==> config.mk <==
export PLATFORM = sky130hd
export DESIGN_NAME = cpu_exception_entry_return
export DESIGN_NICKNAME = d
export VERILOG_FILES = /design/src/cpu_exception_entry_return.v
export VERILOG_INCLUDE_DIRS = /design/src /design/src/shared
export SDC_FILE = /design/constraint.sdc
export NUM_CORES = 1
export LEC_CHECK = 0
export BUFFER_PORTS_ARGS = -buffer_cell sky130_fd_sc_hd__buf_2
export CAP_MARGIN = 15
export CELL_PAD_IN_SITES_DETAIL_PLACEMENT = 1
export CELL_PAD_IN_SITES_GLOBAL_PLACEMENT = 2
export CORE_MARGIN = 2
export CORE_UTILIZATION = 28
export CTS_CLUSTER_SIZE = 28
export DETAILED_ROUTE_END_ITERATION = 16
export GPL_TIMING_DRIVEN = 0
export PLACE_DENSITY = 0.74
export SLEW_MARGIN = 20
export SYNTH_ARGS = -nofsm -noshare
export SYNTH_HDL_FRONTEND = slang
export SYNTH_SLANG_ARGS = --single-unit
==> constraint.sdc <==
create_clock -name mclk -period 1.7 [get_ports mclk]
set_input_delay 0.255 -clock mclk [delete_from_list [all_inputs] [get_ports mclk]]
set_output_delay 0.255 -clock mclk [all_outputs]
set_load 0.05 [all_outputs]
==> src/shared/cpu_exception_entry_return_map.vh <==
/*
 * Register offsets, field positions, reset values and state codes of the
 * exception entry and return unit.
 * Assumes inclusion by the unit's design file only; definitions only.
 */
`ifndef CPU_EXCEPTION_ENTRY_RETURN_MAP_VH
`define CPU_EXCEPTION_ENTRY_RETURN_MAP_VH

// ****************************************************************
// Register word offsets (byte address bits 7:2)
// ****************************************************************
`define OFS_MACHINE_STATE   6'h00
`define OFS_SAVED_RETURN    6'h01
`define OFS_SAVED_STATE     6'h02
`define OFS_SET_EN_RECOV    6'h03
`define OFS_SET_RECOV_ONLY  6'h04
`define OFS_UNIT_STATUS     6'h05

// ****************************************************************
// Machine state fields, bit 0 = least significant
// ****************************************************************
`define MSR_EE_BIT          15
`define MSR_RI_BIT          1
`define MSR_SAVED_HI        15
`define MSR_RESET           32'h00000000
`define SRR_RESET           32'h00000000

// ****************************************************************
// Vector layout: vector = base | (type << shift)
// ****************************************************************
`define VEC_SHIFT           8

// ****************************************************************
// Sequencer states, one-hot
// ****************************************************************
`define ST_IDLE             4'h1
`define ST_DRAIN            4'h2
`define ST_SAVE             4'h4
`define ST_JUMP             4'h8

`endif

==> src/cpu_exception_entry_return.v <==
/*
 * Exception entry and return sequencer of a processor core, with the
 * machine state and both save/restore registers reachable over a classic
 * Wishbone slave.
 * Assumes the core reports in-flight work on coreBusy, offers the next
 * instruction address on nextPc, and follows fetchLoad/fetchAddr and
 * holdFetch. All inputs are on mclk; none needs synchronising.
 */
// The register addresses and register access over Wishbone are this design's own decisions.

`include "cpu_exception_entry_return_map.vh"

module cpu_exception_entry_return #(
    parameter TYPE_W   = 4,             // Width of exception type code
    parameter VEC_BASE = 32'h00000000   // Base of the vector table
) (
    input  wire              mclk,          // Core clock, 125 MHz
    input  wire              resetn,        // Synchronous reset, active low
    // ****************************************************************
    // Wishbone slave
    // ****************************************************************
    input  wire              wbCyc,         // Bus cycle
    input  wire              wbStb,         // Strobe
    input  wire              wbWe,          // Write enable
    input  wire [7:0]        wbAdr,         // Byte address
    input  wire [3:0]        wbSel,         // Byte lanes
    input  wire [31:0]       wbDatI,        // Write data
    output reg  [31:0]       wbDatO,        // Read data
    output reg               wbAck,         // Acknowledge
    // ****************************************************************
    // Core side
    // ****************************************************************
    input  wire              excReq,        // Exception request pulse
    input  wire [TYPE_W-1:0] excType,       // Type of requested exception
    input  wire              dbgReq,        // Debug exception request pulse
    input  wire              rfiReq,        // Return instruction executed
    input  wire              coreBusy,      // Instructions still in execution
    input  wire [31:0]       nextPc,        // Address of next instruction
    output reg               fetchLoad,     // Redirect fetch pulse
    output reg  [31:0]       fetchAddr,     // Redirect target
    output wire              holdFetch,     // No issue while entering
    output wire [31:0]       machineState,  // Current machine state
    output wire              extIrqEnable,  // Maskable interrupts enabled
    output wire              recoverable    // Recoverable flag
);

    localparam [TYPE_W-1:0] DBG_TYPE = {TYPE_W{1'b1}}; // Debug uses top vector

    reg  [31:0]       msr_q;
    reg  [31:0]       saved_return_address_reg_q;
    reg  [31:0]       saved_machine_state_reg_q;
    reg  [3:0]        state_q;
    reg  [TYPE_W-1:0] type_q;
    reg  [31:0]       msr_d;
    reg  [31:0]       saved_return_address_reg_d;
    reg  [31:0]       saved_machine_state_reg_d;
    wire              busReq;
    wire              wrStb;
    wire [5:0]        wordAdr;
    wire [31:0]       wrMask;
    wire [31:0]       vector;
    wire              idleCycle;
    wire              saveCycle;
    wire              jumpCycle;
    wire              rfiTake;

    assign busReq       = wbCyc & wbStb & ~wbAck;
    assign wrStb        = busReq & wbWe;
    assign wordAdr      = wbAdr[7:2];
    assign wrMask       = {{8{wbSel[3]}}, {8{wbSel[2]}}, {8{wbSel[1]}}, {8{wbSel[0]}}};
    assign vector       = VEC_BASE | ({{(32-TYPE_W){1'b0}}, type_q} << `VEC_SHIFT);
    assign holdFetch    = (state_q != `ST_IDLE);
    assign machineState = msr_q;
    assign extIrqEnable = msr_q[`MSR_EE_BIT];
    assign recoverable  = msr_q[`MSR_RI_BIT];
    assign idleCycle    = (state_q == `ST_IDLE);
    assign saveCycle    = (state_q == `ST_SAVE);
    assign jumpCycle    = (state_q == `ST_JUMP);
    assign rfiTake      = idleCycle & rfiReq & ~excReq & ~dbgReq;

    // ****************************************************************
    // Entry sequencer
    // ****************************************************************
    // Saved state and fetch redirect come only from these registers; no
    // frame is pushed anywhere by hardware.
    always @(posedge mclk) begin
        if (!resetn) begin
            state_q   <= `ST_IDLE;
            type_q    <= {TYPE_W{1'b0}};
            fetchLoad <= 1'b0;
            fetchAddr <= 32'h00000000;
        end else begin
            fetchLoad <= 1'b0;
            case (state_q)
                `ST_IDLE: begin
                    if (dbgReq) begin
                        type_q  <= DBG_TYPE;
                        state_q <= `ST_DRAIN;
                    end else if (excReq) begin
                        type_q  <= excType;
                        state_q <= `ST_DRAIN;
                    end else if (rfiReq) begin
                        fetchLoad <= 1'b1;
                        fetchAddr <= saved_return_address_reg_q;
                    end
                end
                `ST_DRAIN: begin
                    if (!coreBusy)
                        state_q <= `ST_SAVE;
                end
                `ST_SAVE: begin
                    state_q <= `ST_JUMP;
                end
                `ST_JUMP: begin
                    fetchLoad <= 1'b1;
                    fetchAddr <= vector;
                    state_q   <= `ST_IDLE;
                end
                default: begin
                    state_q <= `ST_IDLE;
                end
            endcase
        end
    end

    // ****************************************************************
    // Machine state and save/restore registers
    // ****************************************************************
    // Hardware sequencing wins over a software write in the same cycle,
    // so saved state can never be half software, half hardware.
    // A bus write lost this way is still acknowledged; software must not
    // touch these registers while an entry or return is under way.
    always @* begin
        msr_d  = msr_q;
        saved_return_address_reg_d = saved_return_address_reg_q;
        saved_machine_state_reg_d = saved_machine_state_reg_q;
        if (saveCycle) begin
            saved_return_address_reg_d = nextPc;
            saved_machine_state_reg_d = {16'h0000, msr_q[`MSR_SAVED_HI:0]};
        end else if (jumpCycle) begin
            msr_d[`MSR_EE_BIT] = 1'b0;
            msr_d[`MSR_RI_BIT] = 1'b0;
        end else if (rfiTake) begin
            msr_d[`MSR_SAVED_HI:0] = saved_machine_state_reg_q[`MSR_SAVED_HI:0];
        end else if (wrStb) begin
            case (wordAdr)
                `OFS_MACHINE_STATE: begin
                    msr_d = (msr_q & ~wrMask) | (wbDatI & wrMask);
                end
                `OFS_SAVED_RETURN: begin
                    saved_return_address_reg_d = (saved_return_address_reg_q & ~wrMask) | (wbDatI & wrMask);
                end
                `OFS_SAVED_STATE: begin
                    saved_machine_state_reg_d = (saved_machine_state_reg_q & ~wrMask) | (wbDatI & wrMask);
                end
                `OFS_SET_EN_RECOV: begin
                    msr_d[`MSR_EE_BIT] = 1'b1;
                    msr_d[`MSR_RI_BIT] = 1'b1;
                end
                `OFS_SET_RECOV_ONLY: begin
                    msr_d[`MSR_RI_BIT] = 1'b1;
                end
                default: begin
                    msr_d = msr_q;
                end
            endcase
        end
    end

    always @(posedge mclk) begin
        if (!resetn) begin
            msr_q  <= `MSR_RESET;
            saved_return_address_reg_q <= `SRR_RESET;
            saved_machine_state_reg_q <= `SRR_RESET;
        end else begin
            msr_q  <= msr_d;
            saved_return_address_reg_q <= saved_return_address_reg_d;
            saved_machine_state_reg_q <= saved_machine_state_reg_d;
        end
    end

    // ****************************************************************
    // Wishbone answer
    // ****************************************************************
    // Registers are only seen as bus words handed to a general register;
    // there is no memory-store path from them.
    always @(posedge mclk) begin
        if (!resetn) begin
            wbAck  <= 1'b0;
            wbDatO <= 32'h00000000;
        end else begin
            wbAck  <= busReq;
            wbDatO <= 32'h00000000;
            if (busReq && !wbWe) begin
                case (wordAdr)
                    `OFS_MACHINE_STATE: wbDatO <= msr_q;
                    `OFS_SAVED_RETURN:  wbDatO <= saved_return_address_reg_q;
                    `OFS_SAVED_STATE:   wbDatO <= saved_machine_state_reg_q;
                    `OFS_UNIT_STATUS:   wbDatO <= {{(28-TYPE_W){1'b0}}, type_q, state_q};
                    default:            wbDatO <= 32'h00000000;
                endcase
            end
        end
    end

endmodule
* Word-level counts from Yosys, hierarchy flattened
Index checks and enable logic that the tools add are counted.
Storage, ports and cells: register bits after elaboration 170, bits of input ports 89, memories 0, ROM bits 0, output and inout port bits 101, logic and storage cells 110, bits in writable memories 0, latch bits 0
Operators by class: reductions and logical operators 26, shift-type cells 0, multiplexer cells 33, bitwise operators 21, divide/modulo/power cells 0, equal/unequal tests 17, multipliers 0, add/sub/neg operators 0, $lt $le $gt $ge 0
Operators with widths (count):
- 32-bit two-way mux | 8
- 32-bit bitwise AND | 4
- 32-bit case mux with 4 select lines | 1
- 16-bit two-way mux | 7
- 32-bit bitwise OR | 3
- 32-bit case mux with 2 select lines | 1
- 32-bit inverter | 1
- 4-bit two-way mux | 5
- 4-bit AND reduction | 5
- 2-bit nonzero test | 7
- 13-bit two-way mux | 1
- 6-bit by 2-bit == test with 1-bit output, second input constant | 2
- 6-bit by 3-bit == test with 1-bit output, second input constant | 2
- 2-bit inequality test, second input constant | 6
- 4-bit case mux with 3 select lines | 1
- 4-bit nonzero test | 2
- 1-bit inverter | 7
- 1-bit bitwise AND | 6
- 6-bit by 1-bit == test with 1-bit output, second input constant | 1
- 6-bit zero test | 1
- 1-bit two-way mux | 6
- 1-bit case mux with 2 select lines | 3
- 2-bit AND reduction | 3
- 3-bit AND reduction | 2
- other kinds (11) | 12

* Logic depth before layout (Yosys ltp)
depth after elaboration 8, depth in mapped cells 8, gate-level depth less buffers 5

* Worst setup path after synthesis
OpenSTA, ideal clock, no wires.
path kind register to register, start register wbAck, end register (tool-made name), path buffers 1, setup slack -0.321 ns, arrival 1.947 ns, required time 1.626 ns, library setup time 0.074 ns, clock period less this slack 2.021 ns, stages on the path, launching flop included 6, cell sequence dfxtp_1 > and4b_1 > buf_2 > and4_1 > o21ai_1 > mux2i_1
RTL lines:
- from (decl) | line cpu_exception_entry_return.v:29 | output reg wbAck,
- from (signal assigned) | line cpu_exception_entry_return.v:192 | wbAck <= busReq;

==> impl_metrics.csv <==
group,metric,value,unit
synth,synthCells,929,
power,power.density,783.1,nW/um^2
synth,syn-cell-area,7855,sq um
final_layout,drive_above_1_share,41.11,%
synth,synthTopCellsByArea,"dfxtp_1, o21ai_0, nand4_1",
synth,synth_top_area_share,43.33,%
setup_path,rr_worst_depth,7,
route,dr.pass1.iters,5,
setup_path,critPathMaxFanout,8,
route,post-route-drc-count,0,
floorplanning,coreArea,27710,sq um
route,totalWireLength,38.09,mm
setup_path,crit_top_cell,"buf_12",
min_path,hold_path_depth,2,
place,place.port_buffers,185,
global_route,grt_pass1_vias,8824,
global_route,grt_overflow_total,0,
clock_network,htreeDepth,4,
min_path,min-delay-start,"excType[0]",
floorplanning,chipHeight,171.5,microns
floorplanning,die_area,29410,sq um
floorplanning,num_rows,61,
setup_path,crit_buf_inv,3,
global_route,grt_max_degree,18,
clock_network,clock-sinks,170,
route,viasPerCell,5.571,
route,drtIter0Drc,694,
global_route,grt_pass1_wl,55.14,mm
synth,syn_nets,1018,
setup_path,crit_type,"reg2reg",
route,routed-via-count,8819,
timing,timing.slew.headroom,43.92,%
floorplanning,die_width,171.5,microns
timing,timing.final.ws_setup,-145.8,ps
synth,yosysTopAreaCell,"dfxtp_1",
timing,fin_tns_setup,-5559,ps
synth,synth_edf_count,0,
clock_network,cts_tree,"done",
clock_network,clk_pin_slew,70,ps
timing,fmax,0.5418,GHz
setup_path,reg2reg_from,"state_q[0]$_SDFFE_PN1P_",
synth,async_flop_share,0,%
final_layout,nFillCells,3151,
clock_network,ctsHoldBuffers,0,
synth,ys_ff_latch,170,
min_path,hold_path_class,"in2reg",
timing,rsz0062_at_grt,"true",
timing,finalHoldViolations,0,
final_layout,layout.nets,1280,
timing,holdWs,90.19,ps
clock_network,cts_made_buffers,17,
setup_path,cp_slowest_cell,"or4b_4",
synth,yosys_most_used_dff,"dfxtp_1",
clock_network,clock_latency,450,ps
timing,slew_violations,0,
power,p_leak,4.489,nW
setup_path,reg2reg_slack,-150,ps
route,routedWlPerCell,24.06,microns
timing,fin_crit_sh,108.6,%
setup_path,start_kind,"flop",
floorplanning,io_pins,190,
place,dp_hpwl,26.02,mm
power,peakVddDrop,0.0006481,V
min_path,hold_end,"type_q[0]$_SDFFE_PN0P_",
timing,worst_pin_slew,839.0,ps
outcome,violations,"negative setup slack",
synth,yosys_warnings,0,
final_layout,syn_to_final_growth,49.16,%
floorplanning,initial_utilization,28.35,%
setup_path,critPathTopFamily,"simple AND/OR/NAND/NOR gates",
synth,yosys.cell_types.count,60,
synth,synth-seq-area-share,43.33,%
timing,final.min_clock_period,1846,ps
setup_path,slowest_delay,550,ps
setup_path,crit_chain,"or4b_4, buf_12, buf_12, nand3_4, buf_6, o21ai_2, a31oi_1",
global_route,antenna_found_initial,2,
flow_run,cap_violations,0,
synth,avgSynthCellArea,8.455,sq um
setup_path,end_kind,"flop",
setup_path,cp.arrival,2200,ps
timing,setup_viol,100,
place,gp_congestion,0.8685,
route,final_antenna_net_count,0,
setup_path,required,2060,ps
clock_network,clock_path_buffers,2,
clock_network,cts_root_buf,"clkbuf_16",
final_layout,final_util,42.29,%
timing,clock_skew,16.90,ps
global_route,gr-usage-all-layers,25.38,%
outcome,status,"finished, violations left",
logic make-up after synthesis:
kind of cell	after synthesis	synth area share, %
compound gates	366	28.54
xor+xnor	1	0.1115
flops	170	43.33
mux	18	2.326
buf+inv	103	7.024
simple gates	271	18.67
Yosys cell counts (3+ instances only):
cell type	count
and4b_1	3
a211oi_4	3
and3_1	17
a21boi_1	11
a22oi_1	40
o21ai_1	16
clkbuf_1	43
buf_6	11
nand2_1	94
o21ai_0	130
nand4_1	67
a21oi_1	64
o211a_1	4
buf_4	10
mux2i_1	16
clkbuf_2	6
nor2_1	8
and2_1	3
a21boi_0	33
a31oi_1	48
o221a_2	3
buf_2	30
dfxtp_1	170
nand3_1	49
nand3_2	4
placed cells by master (no fill, tap or decap), types with 28 or more instances in the layout:
cell type	netlist	layout
a21oi_1	64	60
a22oi_1	40	40
a21boi_1	11	40
nand2_1	94	91
o21ai_2	2	40
a31oi_1	48	43
dfxtp_1	170	165
nand4_1	67	67
buf_2	30	198
o21ai_1	16	50
nand3_2	4	32
buf_6	11	28
o21ai_0	130	51
buf_4	10	37
worst reg2reg max path, cell delays in order (launching register included):
cell     delay, ps
dfxtp_4        380
or4b_4         550
buf_12         170
buf_12         140
nand3_4        110
buf_6          150
o21ai_2         60
a31oi_1        200
final cells by class:
type                            count  area, sq um  area share [%]
Antenna cell                        1        2.502         0.02136
Buffer                             96        885.9           7.561
Clock buffer                       17        425.4           3.631
Clock inverter                     15        132.6           1.132
Inverter                            2        21.27          0.1815
Multi-Input combinational cell    656         4588           39.16
Sequential cell                   170         3417           29.17
Tap cell                          378        473.0           4.037
Timing Repair Buffer              248         1770           15.11
worst max path at each step:
stage,from,end,cells after the start
2_1_floorplan,state_q[2]$_SDFFE_PN0P_,flop,8
3_3_place_gp,rfiReq,fetchAddr[17]$_SDFFE_PN0P_,7
3_5_place_dp,rfiReq,fetchAddr[17]$_SDFFE_PN0P_,7
4_1_cts,state_q[3]$_SDFFE_PN0P_,holdFetch,4
5_1_grt,state_q[1]$_SDFFE_PN0P_,flop,7
6_report,state_q[0]$_SDFFE_PN1P_,flop,7
layer usage:
layer  track usage [%]  vias to the layer above  share of wire (%)
met5                 0                        -              0.029
met1             35.38                     4389                 46
met3             4.326                       60                5.6
li1                  -                     4005                  -
met4             9.727                        2                2.7
met2             39.01                      363                 45
per-stage QoR:
step	worst slack, ps	instances	total power [W]	instance area (sq um)
after global placement	-767.6	1492	0.005084	9348
after floorplan	-42.09	929	0.004667	7949
after detailed placement	-763.0	1492	0.005089	9348
after CTS	-160.5	1572	0.009143	11170
after global routing	-188.7	1582	0.009457	11710
final	-145.8	1583	0.009175	11720
where the power goes:
group	switching (W)	total, W	internal (W)	leakage [nW]
clock network	0.00195	0.00388	0.00193	0.264
logic	0.000754	0.00121	0.000455	2.85
registers	0.0000623	0.00409	0.00402	1.37
what timing repair did:
item | 4_1_cts | 5_1_grt
gates cloned | 11 | 6
buffers inserted | 39 | 8
endpoints found under the setup margin | 137 | 159
gates resized for setup | 278 | 108
pin swaps | 81 | 44
Power figures use the tool's default switching activity.
